--- config.mk ---
export PLATFORM = sky130hd
export DESIGN_NAME = startup_seq
export DESIGN_NICKNAME = d
export VERILOG_FILES = /design/src/rtl/startup_pkg.sv /design/src/rtl/sync2.sv /design/src/rtl/clk_monitor.sv /design/src/rtl/startup_seq.sv
export VERILOG_INCLUDE_DIRS = /design/src /design/src/rtl
export SDC_FILE = /design/constraint.sdc
export NUM_CORES = 2
export LEC_CHECK = 0
export ABC_CLOCK_PERIOD_IN_PS = 77900
export BUFFER_PORTS_ARGS = -buffer_cell sky130_fd_sc_hd__buf_2
export CAP_MARGIN = 25
export CORE_UTILIZATION = 40
export CTS_CLUSTER_SIZE = 16
export DETAILED_ROUTE_END_ITERATION = 8
export GPL_TIMING_DRIVEN = 1
export SETUP_SLACK_MARGIN = 0.5
export SYNTH_ARGS = -nofsm -noshare
export SYNTH_HDL_FRONTEND = slang
export SYNTH_SLANG_ARGS = --single-unit
--- constraint.sdc ---
create_clock -name CLK -period 77.9 [get_ports CLK]
set_clock_uncertainty 0.1 [all_clocks]
set_input_delay 11.685 -clock CLK [delete_from_list [all_inputs] [get_ports CLK]]
set_output_delay 11.685 -clock CLK [all_outputs]
set_load 0.02 [all_outputs]
--- src/rtl/startup_consts.svh ---
// Constants of the start-up sequencer: timing, tables, register map
// Assumes a 100 MHz CLK; included by the package and the design modules
// Behaviour
// - Sample straps after memory check, then ready
// - Wait at least 2 ms after enable
// - Decode soft-start strap into delay, ramp, lockout
// - Soft-start strap read at start-up or reload
// - Delay and ramp programmable; zero delay gives 2 ms
// - Ok flag: output in window, no fault
// - Window limits and flag polarity programmable
// - Ok flag delayed, default equals ramp time
// - Mode strap selects sync pin role
// - Output role drives internal oscillator out
// - Input role checks clock, locks at enable
// - Clock loss falls back to last frequency
// - Auto role follows present clock like input
// - Auto role without clock uses pin strap
// - Frequency strap read only at start-up
// - Nineteen resistors select fixed switching frequencies
// - Programmed frequency is 8 MHz over N
// - Read-back frequency shows divider quantisation
// - Memory check ignores enable and bus
// - Delays below 2 ms become 2 ms
// - Delay counts from enable, then ramp starts
`ifndef STARTUP_CONSTS_SVH
`define STARTUP_CONSTS_SVH

// ==========================================================
// Timing
`define CLK_KHZ     100000
`define CLK_NS      10
`define ONE_MS      1
`define MEMCHK_MS   16'd5
`define PRERAMP_MS  16'd2
`define LOSS_NS     10000
`define LOSS_CYC    (`LOSS_NS / `CLK_NS)
`define OSC_STEP    5'd2
`define OSC_MOD     5'd25
`define FOSC_KHZ    16'd8000

// ==========================================================
// Soft-start table
`define T_SEL0        16'd2
`define T_SEL1        16'd5
`define T_SEL2        16'd10
`define T_SEL3        16'd20
`define SS_RES_MAX    6'd30
`define SS_FIRST_GRP  6'd3
`define SS_HI_LOCK    6'd15

// ==========================================================
// Divider and window
`define N_MIN       6'd6
`define N_MAX       6'd40
`define N_200K      6'd40
`define N_400K      6'd20
`define N_1M        6'd8
`define PCT_FULL    10'd100
`define WIN_LO_DEF  8'd10
`define WIN_HI_DEF  8'd15
`define OK_POL_DEF  1'b1
`define SYNC_W      20

// ==========================================================
// Register map and control bits
`define A_CTRL    8'h00
`define A_SSDLY   8'h04
`define A_SSRAMP  8'h08
`define A_OKDLY   8'h0C
`define A_WIN     8'h10
`define A_FREQ    8'h14
`define A_STATUS  8'h18
`define B_RELOAD  0
`define B_OKPOL   1

`endif

--- src/rtl/startup_pkg.sv ---
// Types shared by the start-up sequencer modules
// Assumes startup_consts.svh on the include path
`include "startup_consts.svh"
package startup_pkg;

  // ==========================================================
  // Strap levels and decoded settings
  typedef enum logic [1:0] {PIN_LOW, PIN_OPEN, PIN_HIGH, PIN_RES} strap_e;
  typedef struct packed {
    strap_e     level;
    logic [5:0] idx;
  } strap_s;
  typedef struct packed {
    logic [15:0] delay;
    logic [15:0] ramp;
    logic        lock_hi;
  } ss_cfg_s;

  // ==========================================================
  // Sequencer states and module state records
  typedef enum logic [2:0] {S_MEMCHK, S_LOAD, S_READY, S_DELAY, S_RAMP, S_ON} seq_e;
  typedef struct packed {
    logic [`SYNC_W-1:0] s1;
    logic [`SYNC_W-1:0] s2;
  } sync_state_s;
  typedef struct packed {
    logic        lvl_d;
    logic        seen;
    logic [10:0] cnt;
    logic [10:0] period;
  } mon_state_s;
  typedef struct packed {
    seq_e        st;
    logic        boot;
    logic        reload;
    logic [16:0] msdiv;
    logic [15:0] mscnt;
    ss_cfg_s     ss;
    logic [15:0] ok_dly;
    logic [15:0] ok_cnt;
    logic [7:0]  win_lo;
    logic [7:0]  win_hi;
    logic        ok_pol;
    strap_e      role;
    logic [5:0]  strap_n;
    logic [5:0]  prog_n;
    logic        prog_en;
    logic        ext_use;
    logic [5:0]  cur_n;
    logic [4:0]  osc_acc;
    logic [5:0]  div_cnt;
    logic        sw_clk;
    logic        oe;
    logic        okf;
    logic        ok_pin;
    logic        ramp_en;
    logic [31:0] prdata;
  } seq_state_s;

endpackage : startup_pkg

--- src/rtl/sync2.sv ---
// Two-stage synchroniser for all pin inputs
// Assumes inputs asynchronous to CLK
`timescale 1ns/1ns
`include "startup_consts.svh"
module sync2
  import startup_pkg::*;
(
  input  wire logic               clk,
  input  wire logic               rst,
  input  wire logic [`SYNC_W-1:0] din,
  output logic      [`SYNC_W-1:0] dout
);
  sync_state_s s_ff;
  sync_state_s nxt_s;

  // Shift through two stages
  always_comb begin
    nxt_s    = s_ff;
    nxt_s.s1 = din;
    nxt_s.s2 = s_ff.s1;
  end

  // State register
  always_ff @(posedge clk) begin
    if (rst) begin
      s_ff <= '0;
    end else begin
      s_ff <= nxt_s;
    end
  end

  assign dout = s_ff.s2;
endmodule : sync2

--- src/rtl/clk_monitor.sv ---
// Presence and period monitor for the external sync clock
// Assumes a synchronised level on lvl
`timescale 1ns/1ns
`include "startup_consts.svh"
module clk_monitor
  import startup_pkg::*;
(
  input  wire logic        clk,
  input  wire logic        rst,
  input  wire logic        lvl,
  output logic             present,
  output logic      [10:0] period
);
  mon_state_s s_ff;
  mon_state_s nxt_s;
  logic       rise;

  // Count cycles between rising edges, drop presence on timeout
  always_comb begin
    nxt_s       = s_ff;
    rise        = lvl & ~s_ff.lvl_d;
    nxt_s.lvl_d = lvl;
    if (rise) begin
      nxt_s.period = s_ff.cnt;
      nxt_s.cnt    = '0;
      nxt_s.seen   = 1'b1;
    end else if (s_ff.cnt < 11'(`LOSS_CYC)) begin
      nxt_s.cnt = s_ff.cnt + 11'd1;
    end else begin
      nxt_s.seen = 1'b0;
    end
  end

  // State register
  always_ff @(posedge clk) begin
    if (rst) begin
      s_ff <= '0;
    end else begin
      s_ff <= nxt_s;
    end
  end

  assign present = s_ff.seen;
  assign period  = s_ff.period;
endmodule : clk_monitor

--- src/rtl/startup_seq.sv ---
// Start-up sequencer, soft-start timing, ok flag and clock select
// Assumes an APB master on CLK; straps arrive as decoded levels
//
// Local design decisions: the placing of the registers and register access over APB.
`timescale 1ns/1ns
`include "startup_consts.svh"
module startup_seq
  import startup_pkg::*;
#(
  parameter int MS_CYCLES = `CLK_KHZ * `ONE_MS
) (
  input  wire logic        CLK,
  input  wire logic        RST,
  input  wire logic        PSEL,
  input  wire logic        PENABLE,
  input  wire logic        PWRITE,
  input  wire logic [7:0]  PADDR,
  input  wire logic [31:0] PWDATA,
  output logic      [31:0] PRDATA,
  output logic             PREADY,
  output logic             PSLVERR,
  input  wire logic        EN_PIN,
  input  wire strap_s      SS_STRAP,
  input  wire strap_e      CFG_STRAP,
  input  wire strap_s      SYNC_STRAP,
  input  wire logic        SYNC_IN,
  output logic             SYNC_OUT,
  output logic             SYNC_OE,
  input  wire logic [15:0] VOUT_MV,
  input  wire logic [15:0] TARGET_MV,
  input  wire logic        FAULT,
  output logic             READY,
  output logic             RAMP_EN,
  output logic      [15:0] RAMP_MS,
  output logic             LOCKOUT_HI,
  output logic             SW_CLK,
  output logic             OUTPUT_OK_FLAG
);

  // ==========================================================
  // Lookup and arithmetic helpers

  // Table time from a two-bit selector
  function automatic logic [15:0] sel_ms(input logic [1:0] s);
    case (s)
      2'd0:    sel_ms = `T_SEL0;
      2'd1:    sel_ms = `T_SEL1;
      2'd2:    sel_ms = `T_SEL2;
      default: sel_ms = `T_SEL3;
    endcase
  endfunction : sel_ms

  // Soft-start strap to delay, ramp and lockout
  function automatic ss_cfg_s ss_decode(input strap_s p);
    logic [5:0] i;
    ss_cfg_s    c;
    i         = (p.idx > `SS_RES_MAX) ? `SS_RES_MAX : p.idx;
    c.lock_hi = 1'b0;
    case (p.level)
      PIN_LOW, PIN_OPEN, PIN_HIGH: begin
        c.delay = sel_ms(2'(p.level));
        c.ramp  = c.delay;
      end
      default: begin
        // Four rows per delay group, first group short
        c.delay   = sel_ms(2'((i + 6'd1) >> 2));
        c.ramp    = (i < `SS_FIRST_GRP) ? sel_ms(i[1:0]) : sel_ms(2'(i + 6'd1));
        c.lock_hi = (i >= `SS_HI_LOCK);
      end
    endcase
    ss_decode = c;
  endfunction : ss_decode

  // Frequency strap to divider N
  function automatic logic [5:0] freq_n_of(input strap_s p);
    case (p.level)
      PIN_LOW:  freq_n_of = `N_200K;
      PIN_OPEN: freq_n_of = `N_400K;
      PIN_HIGH: freq_n_of = `N_1M;
      default: begin
        case (p.idx)
          6'd0:    freq_n_of = 6'd40;
          6'd1:    freq_n_of = 6'd36;
          6'd2:    freq_n_of = 6'd33;
          6'd3:    freq_n_of = 6'd30;
          6'd4:    freq_n_of = 6'd27;
          6'd5:    freq_n_of = 6'd25;
          6'd6:    freq_n_of = 6'd22;
          6'd7:    freq_n_of = 6'd20;
          6'd8:    freq_n_of = 6'd19;
          6'd9:    freq_n_of = 6'd17;
          6'd10:   freq_n_of = 6'd15;
          6'd11:   freq_n_of = 6'd14;
          6'd12:   freq_n_of = 6'd13;
          6'd13:   freq_n_of = 6'd11;
          6'd14:   freq_n_of = 6'd10;
          6'd16:   freq_n_of = 6'd9;
          6'd17:   freq_n_of = 6'd8;
          6'd18:   freq_n_of = 6'd7;
          6'd20:   freq_n_of = 6'd6;
          default: freq_n_of = `N_400K;   // Unlisted resistor
        endcase
      end
    endcase
  endfunction : freq_n_of

  // Limit a divider value to the legal range
  function automatic logic [5:0] n_clamp(input logic [15:0] v);
    n_clamp = (v < 16'(`N_MIN)) ? `N_MIN
            : (v > 16'(`N_MAX)) ? `N_MAX : v[5:0];
  endfunction : n_clamp

  // ==========================================================
  // Pin synchronisation and clock monitor
  logic [`SYNC_W-1:0] pins;
  logic               en_s;
  logic               ext_lvl;
  strap_s             ss_s;
  strap_e             cfg_s;
  strap_s             fs_s;
  logic               ext_ok;
  logic [10:0]        ext_per;

  sync2 u_sync (
    .clk  (CLK),
    .rst  (RST),
    .din  ({EN_PIN, SYNC_IN, SS_STRAP, CFG_STRAP, SYNC_STRAP}),
    .dout (pins)
  );
  assign {en_s, ext_lvl, ss_s, cfg_s, fs_s} = pins;

  clk_monitor u_mon (
    .clk     (CLK),
    .rst     (RST),
    .lvl     (ext_lvl),
    .present (ext_ok),
    .period  (ext_per)
  );

  // ==========================================================
  // Sequencer state
  seq_state_s s_ff;
  seq_state_s nxt_s;
  logic       tick;
  logic       tick8;
  logic       busy;
  logic       acc;
  logic       wr;
  logic       mapped;
  logic [31:0] rdata;
  logic [15:0] dly_eff;
  logic [5:0]  meas_n;
  logic [25:0] v_sc;
  logic [25:0] lo_lim;
  logic [25:0] hi_lim;
  logic        ok_cond;

  // Bus phase decode and register read mux
  always_comb begin
    busy   = (s_ff.st == S_MEMCHK);
    acc    = PSEL & PENABLE;
    mapped = 1'b1;
    case (PADDR)
      `A_CTRL:   rdata = 32'({s_ff.prog_en, s_ff.ok_pol});
      `A_SSDLY:  rdata = 32'(s_ff.ss.delay);
      `A_SSRAMP: rdata = 32'(s_ff.ss.ramp);
      `A_OKDLY:  rdata = 32'(s_ff.ok_dly);
      `A_WIN:    rdata = 32'({s_ff.win_hi, s_ff.win_lo});
      `A_FREQ:   rdata = 32'(`FOSC_KHZ / 16'(s_ff.cur_n));
      `A_STATUS: rdata = 32'({s_ff.cur_n, s_ff.ext_use, ext_ok,
                              s_ff.ss.lock_hi, s_ff.okf, s_ff.st});
      default: begin
        rdata  = '0;
        mapped = 1'b0;
      end
    endcase
    wr = acc & PWRITE & mapped & ~busy;
  end

  // Timing helpers and window compare
  always_comb begin
    tick    = (s_ff.msdiv == 17'(MS_CYCLES - 1));
    tick8   = ((s_ff.osc_acc + `OSC_STEP) >= `OSC_MOD);
    dly_eff = (s_ff.ss.delay < `PRERAMP_MS) ? `PRERAMP_MS : s_ff.ss.delay;
    meas_n  = n_clamp(16'(({5'd0, ext_per} * `OSC_STEP + `OSC_MOD / 5'd2)
                          / `OSC_MOD));
    v_sc    = 26'(VOUT_MV) * 26'(`PCT_FULL);
    lo_lim  = (10'(s_ff.win_lo) >= `PCT_FULL) ? '0 :
              26'(TARGET_MV) * 26'(`PCT_FULL - 10'(s_ff.win_lo));
    hi_lim  = 26'(TARGET_MV) * 26'(`PCT_FULL + 10'(s_ff.win_hi));
    ok_cond = (s_ff.st == S_ON) & ~FAULT
            & (v_sc >= lo_lim) & (v_sc <= hi_lim);
  end

  // ==========================================================
  // Next-state logic
  always_comb begin
    nxt_s = s_ff;

    // Millisecond divider
    nxt_s.msdiv = tick ? '0 : s_ff.msdiv + 17'd1;

    // Register writes
    if (wr) begin
      case (PADDR)
        `A_CTRL: begin
          nxt_s.ok_pol = PWDATA[`B_OKPOL];
          if (PWDATA[`B_RELOAD]) begin
            nxt_s.reload = 1'b1;
          end
        end
        `A_SSDLY:  nxt_s.ss.delay = PWDATA[15:0];
        `A_SSRAMP: nxt_s.ss.ramp  = PWDATA[15:0];
        `A_OKDLY:  nxt_s.ok_dly   = PWDATA[15:0];
        `A_WIN: begin
          nxt_s.win_lo = PWDATA[7:0];
          nxt_s.win_hi = PWDATA[15:8];
        end
        `A_FREQ: begin
          nxt_s.prog_en = (PWDATA[15:0] != 16'd0);
          nxt_s.prog_n  = (PWDATA[15:0] == 16'd0) ? `N_MAX :
                          n_clamp(((16'(`FOSC_KHZ << 1) / PWDATA[15:0])
                                   + 16'd1) >> 1);
        end
        default: ;
      endcase
    end

    // Sequencer
    case (s_ff.st)
      S_MEMCHK: begin
        if (tick) begin
          nxt_s.mscnt = s_ff.mscnt + 16'd1;
          if (s_ff.mscnt + 16'd1 >= `MEMCHK_MS) begin
            nxt_s.st    = S_LOAD;
            nxt_s.mscnt = '0;
          end
        end
      end
      S_LOAD: begin
        nxt_s.ss     = ss_decode(ss_s);
        nxt_s.ok_dly = ss_decode(ss_s).ramp;
        if (!s_ff.boot) begin
          nxt_s.role    = cfg_s;
          nxt_s.strap_n = freq_n_of(fs_s);
          nxt_s.boot    = 1'b1;
        end
        nxt_s.st = S_READY;
      end
      S_READY: begin
        if (s_ff.reload && !wr) begin
          nxt_s.reload = 1'b0;
          nxt_s.st     = S_LOAD;
        end else if (en_s) begin
          nxt_s.st      = S_DELAY;
          nxt_s.mscnt   = '0;
          nxt_s.msdiv   = '0;
          nxt_s.ext_use = (s_ff.role == PIN_LOW || s_ff.role == PIN_OPEN)
                        & ext_ok;
          if (s_ff.role == PIN_HIGH) begin
            nxt_s.cur_n = `N_400K;
          end else if (s_ff.prog_en) begin
            nxt_s.cur_n = s_ff.prog_n;
          end else if (s_ff.role == PIN_OPEN) begin
            nxt_s.cur_n = s_ff.strap_n;
          end else begin
            nxt_s.cur_n = `N_400K;
          end
        end
      end
      S_DELAY: begin
        if (tick) begin
          nxt_s.mscnt = s_ff.mscnt + 16'd1;
          if (s_ff.mscnt + 16'd1 >= dly_eff) begin
            nxt_s.st      = S_RAMP;
            nxt_s.mscnt   = '0;
            nxt_s.ramp_en = 1'b1;
          end
        end
      end
      S_RAMP: begin
        if (tick) begin
          nxt_s.mscnt = s_ff.mscnt + 16'd1;
          if (s_ff.mscnt + 16'd1 >= s_ff.ss.ramp) begin
            nxt_s.st    = S_ON;
            nxt_s.mscnt = '0;
          end
        end
      end
      S_ON: ;
      default: nxt_s.st = S_MEMCHK;
    endcase

    // Enable withdrawn after start
    if (!en_s && (s_ff.st == S_DELAY || s_ff.st == S_RAMP || s_ff.st == S_ON)) begin
      nxt_s.st      = S_READY;
      nxt_s.ramp_en = 1'b0;
      nxt_s.ext_use = 1'b0;
      nxt_s.mscnt   = '0;
    end

    // Fall back to internal oscillator on clock loss
    if (s_ff.ext_use && !ext_ok) begin
      nxt_s.ext_use = 1'b0;
      nxt_s.cur_n   = meas_n;
    end

    // Ok flag with delay on rise, none on fall
    if (!ok_cond) begin
      nxt_s.okf    = 1'b0;
      nxt_s.ok_cnt = '0;
    end else if (!s_ff.okf) begin
      if (s_ff.ok_cnt >= s_ff.ok_dly) begin
        nxt_s.okf = 1'b1;
      end else if (tick) begin
        nxt_s.ok_cnt = s_ff.ok_cnt + 16'd1;
      end
    end
    nxt_s.ok_pin = nxt_s.okf ~^ nxt_s.ok_pol;

    // Switching clock: external level or internal divider
    nxt_s.osc_acc = tick8 ? s_ff.osc_acc + `OSC_STEP - `OSC_MOD
                          : s_ff.osc_acc + `OSC_STEP;
    if (s_ff.ext_use) begin
      nxt_s.sw_clk = ext_lvl;
    end else if (tick8) begin
      nxt_s.div_cnt = (s_ff.div_cnt >= s_ff.cur_n - 6'd1) ? '0
                    : s_ff.div_cnt + 6'd1;
      nxt_s.sw_clk  = (nxt_s.div_cnt < (s_ff.cur_n >> 1));
    end
    nxt_s.oe = nxt_s.boot & (nxt_s.role == PIN_HIGH);

    // Read data captured in setup phase
    if (PSEL && !PENABLE) begin
      nxt_s.prdata = busy ? '0 : rdata;
    end
  end

  // ==========================================================
  // State register
  always_ff @(posedge CLK) begin
    if (RST) begin
      s_ff         <= '0;
      s_ff.st      <= S_MEMCHK;
      s_ff.win_lo  <= `WIN_LO_DEF;
      s_ff.win_hi  <= `WIN_HI_DEF;
      s_ff.ok_pol  <= `OK_POL_DEF;
      s_ff.ok_pin  <= ~`OK_POL_DEF;
      s_ff.role    <= PIN_OPEN;
      s_ff.strap_n <= `N_400K;
      s_ff.prog_n  <= `N_400K;
      s_ff.cur_n   <= `N_400K;
    end else begin
      s_ff <= nxt_s;
    end
  end

  // ==========================================================
  // Outputs
  assign PRDATA         = s_ff.prdata;
  assign PREADY         = 1'b1;
  assign PSLVERR        = acc & (~mapped | busy);
  assign READY          = (s_ff.st == S_READY);
  assign RAMP_EN        = s_ff.ramp_en;
  assign RAMP_MS        = s_ff.ss.ramp;
  assign LOCKOUT_HI     = s_ff.ss.lock_hi;
  assign SW_CLK         = s_ff.sw_clk;
  assign SYNC_OUT       = s_ff.sw_clk;
  assign SYNC_OE        = s_ff.oe;
  assign OUTPUT_OK_FLAG = s_ff.ok_pin;

endmodule : startup_seq

; ---- Word-level counts from Yosys, hierarchy flattened
; Memories as Yosys holds them, arrays and structs flattened. A register that Yosys moved wholly into a read port is not among the register bits.
; Index checks and enable logic that the tools add are counted.
[word_totals]
ff_bits = 254
rom_bits = 192
in_bits = 98
output_inout_bits = 57
elab_cells = 264
n_memories = 1
[op_classes]
add_sub_neg = 13
mul = 3
div = 3
order_cmp = 19
eq_ne = 44
mux = 74
n_bitwise = 24
reduce_logical = 49
[mem_list]
columns = name, depth, width, read_ports, rd_clocked_by_memory_dff, write_ports, line_no
row1 = (name not given), 32, 6, 1, 1, 0, startup_seq.sv:81  ; case (p.idx)
[op_table]
columns = operator, n
row1 = one-hot mux 32 bit (7 select lines), 1
row2 = 2-to-1 mux 16 bit, 12
row3 = 2-to-1 mux 32 bit, 3
row4 = 2-to-1 mux 6 bit, 15
row5 = 2-to-1 mux 33 bit, 2
row6 = one-hot mux 16 bit (4 select lines), 1
row7 = one-hot mux 5 bit (3 select lines), 4
row8 = 2-to-1 mux 49 bit, 1
row9 = "adder 16 x 1 -> 16 bit, second input constant", 3
row10 = >= comparator 16 bit, 3
row11 = "divider 13 x 6 -> 32 bit, first input constant", 1
row12 = >= comparator 23 x 26 -> 1 bit, 1
row13 = multiplier 17 x 9 -> 26 bit, 1
row14 = 2-to-1 mux 26 bit, 1
row15 = <= comparator 23 x 25 -> 1 bit, 1
row16 = multiplier 16 x 9 -> 25 bit, 1
row17 = "== test 8 x 5 -> 1 bit, second input constant", 3
row18 = 2-to-1 mux 3 bit, 8
row19 = "multiplier 16 x 5 -> 21 bit, second input constant", 1
row20 = 2-to-1 mux 18 bit, 1
row21 = one-hot mux 3 bit (6 select lines), 1
row22 = one-hot mux 6 bit (3 select lines), 1
row23 = "adder 17 x 1 -> 17 bit, second input constant", 1
row24 = "== test 17 bit, second input constant", 1
row25 = 65 further kinds, 161

; ---- Depth between registers and ports, before layout
[depth]
word_depth = 10
ltp_mapped = 393

; ---- Cells and area by module
; A second synthesis with hierarchy kept.
[unflattened]
hier_cells = 7272
area_unflattened_um2 = 54260.8
[modules_own_cells]
columns = mod, n_inst, cells_each, area_per_inst_um2, seq_area_each_um2
row1 = startup_seq, 1, 7056, 51963.6, 3803.6
row2 = sync2, 1, 84, 1156.1, 800.8
row3 = clk_monitor, 1, 132, 1141.1, 480.5

; ---- Worst setup path before layout
; Ideal clock, no wire load.
[synth_path]
path_kind = reg-to-reg
from = register s_ff[48] (netlist bit)
to = register s_ff (netlist bit PRDATA[0])
setup_ns = 0.139
t_arrival_ns = 68.948
required_time_ns = 77.661
slack_ns = 8.713
stages_incl_launch_ff = 380
path_buffers = 40
synth_period_minus_slack_ns = 69.187
path_cell_list = dfxtp_1 > clkbuf_1 > inv_2 > clkbuf_1 > clkbuf_1 > clkbuf_1 > clkbuf_1 > ha_1 > buf_2 > a21o_1 > o21ai_1 > nor4_1 > ha_1 > xor2_1 > and3_1 > a31o_2 > nor2_1 > inv_1 > [344 not listed] > nor3b_1 > and2_1 > o2111a_1 > mux2i_1 > o21bai_1 > ha_1 > a21oi_1 > nor2b_1 > o21ai_0 > nand2b_1 > a21oi_1 > nand2_1 > nor3_1 > o211ai_1 > nor4_1 > o211ai_1 > a2111oi_2 > a41oi_1
[synth_via]
elab_chain_cells = 3
[synth_rtl]
columns = item, line_no
row1 = "start, declared", startup_seq.sv:142  ; seq_state_s s_ff;
row2 = "start signal, assigned", startup_seq.sv:354  ; s_ff <= nxt_s;
row3 = divider 13 x 6 -> 32 bit (no line), n/a
row4 = one-hot mux 32 bit (7 select lines), startup_seq.sv:163  ; case (PADDR)
row5 = 2-to-1 mux 32 bit, startup_seq.sv:335  ; nxt_s.prdata = busy ? '0 : rdata;
; No other way between the ends.
; A chain may end at the register's enable or synchronous reset.

; ---- Final worst setup path
[layout_path]
from = register s_ff[49] (netlist bit)
to = register s_ff (netlist bit PRDATA[0])
; Same word-level chain as after synthesis.

==> impl_metrics.yaml <==
worst_setup_path:
  worst_path_max_delay_cell: "or3_1"
  max_stage_delay_ns: 0.55
  startpoint_type: "flop"
  worstPathArrival_ns: 71.40
  path_class: "reg -> reg"
  worstPathRequired_ns: 78.27
  cp-end-kind: "flop"
  crit_path_frequent_cell: "ha_1"
  cp_max_fo: 33
timing:
  max-slew-margin-rel_pct: 29.5
  rsz0062_at_grt: "false"
  setup_viol: 0
  post-route-period-util_pct: 91.2
  maxClockFrequency_mhz: 14.1
  final-max-slew-violation-count: 0
  final-hold-violation-count: 0
  fin_setup_tns_ns: 0
  fin_crit_ns: 71.04
  worst_pin_slew_ns: 1.05
logic_synthesis:
  yosysTopAreaCell: "ha_1"
  yosysTopAreaCellShare_pct: 13.1
  syn-instance-count: 7215
  synth.most_common_cell: "nand2_1"
  synthTopCellsByCount: "nand2_1 (711), nor2_1 (654), ha_1 (555)"
  syn_avg_cell_area_sq_um: 7.35
  synthTopCellsByArea: "ha_1 (13%), dfxtp_1 (9.6%), fa_1 (7.9%)"
  synth-seq-cells: 255
  synthFlopType: "dfxtp_1"
  seq_area_frac_synth_pct: 9.63
  async_reset_ff_share_pct: 0
  yosysUniqueCellTypes: 139
  synth-edff-count: 0
  synth_nets: 8077
  ys_warn_count: 0
  synth_area_sq_mm: 0.0530
final_layout:
  synthToLayoutAreaGrowth_pct: 10.3
  fillers: 13500
  area.sequential_sq_mm: 0.00511
  fin_nets: 8280
  drive_above_1_share_pct: 11.0
  multi_input_area_sq_mm: 0.0448
floorplan:
  die_h_microns: 366
  core_area_sq_mm: 0.131
  ios: 155
  rows: 133
  die_x_microns: 366
  start_util_pct: 40.3
  die_area_sq_mm: 0.134
flow_run:
  cap_violations: 0
place:
  gp_congestion: 0.927
  place_hpwl_microns: 134000
  portBuffers: 137
clock_tree:
  root_buffer: "clkbuf_16"
  clkSinkCount: 255
  numCtsBuffers: 31
  cts_buffer_depth: 3
  cts_tree: "built"
  cts.clk_slew.worst_paths_ns: 0.06
  htree_levels: 1
  cts_hold_buf: 0
  clkLatencyLatePin_ns: 0.61
route:
  drc: 0
  routed_wirelength_microns: 166000
  drt-initial-drc-count: 3641
  postRouteAntennaNets: 0
  dr.pass1.iters: 6
  vias: 53400
  wire_per_inst_microns: 18.0
  vias_per_cell: 5.80
grt:
  grt-busiest-layer: "met2"
  grtUsageTotal_pct: 23.8
  use_met1_pct: 31.8
  grt_util_met2_pct: 40.4
  grt_max_degree: 97
  first_global_vias: 50700
  use_met3_pct: 2.55
  grt_overflow: 0
  grt_pass1_wl_microns: 267000
  antenna_found_initial: 7
run_status:
  status: "finished clean"
hold_path:
  holdCritPathClass: "reg -> reg"
==> stage by stage <==
step,cells,hold slack (ns),instance area (sq um),worst slack (ns),util [%]
finish,9201,0.338,58400,6.86,44.5
global route,9198,0.351,58400,0.481,44.4
CTS,9189,0.337,58100,2.00,44.2
detailed placement,9131,0.323,57000,2.37,43.3
global placement,9130,0.329,57000,3.43,43.3
floorplan,7215,0.314,53000,8.71,-
==> logic make-up (layout without fill, tap and decap cells) <==
group | Yosys count | in the layout | share of synthesized area (%)
flip-flops | 255 | 255 | 9.63
buffers and inverters | 788 | 1016 | 6.21
XOR/XNOR | 484 | 484 | 8.08
adder cells (fa/ha/maj) | 768 | 768 | 21.1
AND/OR/NAND/NOR | 2779 | 2779 | 26.6
AO/OA/AOI/OAI | 2012 | 2012 | 25.8
multiplexers | 128 | 128 | 2.56
other | 1 | 4 | 0.00708
==> cell type report <==
type,count,share of cell area (%)
flip-flops and latches,255,8.74
repair buffers,490,5.74
diodes,3,0.0128
clock inverters,19,0.561
multi-input cells,6172,76.7
well taps,1755,3.76
inverters,468,3.01
clock buffers,39,1.45
==> registers in the layout (all words and copies together) (netlist names), 11 cells and up, named ones only <==
signal / flops
u_mon.period: 11
s_ff: 137
u_mon.s_ff: 12
u_sync.nxt_s: 20
PRDATA: 32
RAMP_MS: 16
u_sync.dout: 15
==> critical path: cells and delay by family, from the launching register on <==
kind	cells	cell delay [ns]
AOI/OAI and AO/OA	143	29.98
xor gates and xnor gates	1	0.19
adders and majority gates	31	9.76
buffers and inverters	22	3.27
DFF	1	0.47
muxes	6	1.71
and+or+nand+nor	139	25.26
==> cells in the final DEF, fill, tap and decap left out, types with 190 or more instances in the layout <==
| cell type | count |
|---|---|
| a21oi_1 | 537 |
| buf_4 | 351 |
| dfxtp_1 | 254 |
| fa_1 | 209 |
| ha_1 | 554 |
| inv_1 | 462 |
| nand2_1 | 709 |
| nand3_1 | 195 |
| nor2_1 | 650 |
| o21ai_0 | 288 |
| xnor2_1 | 288 |
| xor2_1 | 190 |
==> timing repair <==
action,4_1_cts,5_1_grt
endpoints found under the setup margin,0,3
gates resized for setup,0,50
setup buffers,0,9
==> per-layer routing <==
layer	wire length [microns]	vias up
li1	-	26400
met1	75700	25500
met2	77100	1269
met3	8780	235
met4	4390	6
met5	35	-
==> worst paths after layout <==
kind / slack, ns / to / cells after the start / startpoint
worst max register to register: 6.86 / PRDATA[0] / 342 / s_ff[49]
worst min-delay path: 0.34 / u_sync.dout[16] / 1 / u_sync.nxt_s[16]
worst max-delay path: 6.86 / PRDATA[0] / 342 / s_ff[49]
worst min register to register: 0.34 / u_sync.dout[16] / 1 / u_sync.nxt_s[16]
Power is not shown: default switching activity piles up to over one toggle a cycle in this logic, so the estimate is an artifact.
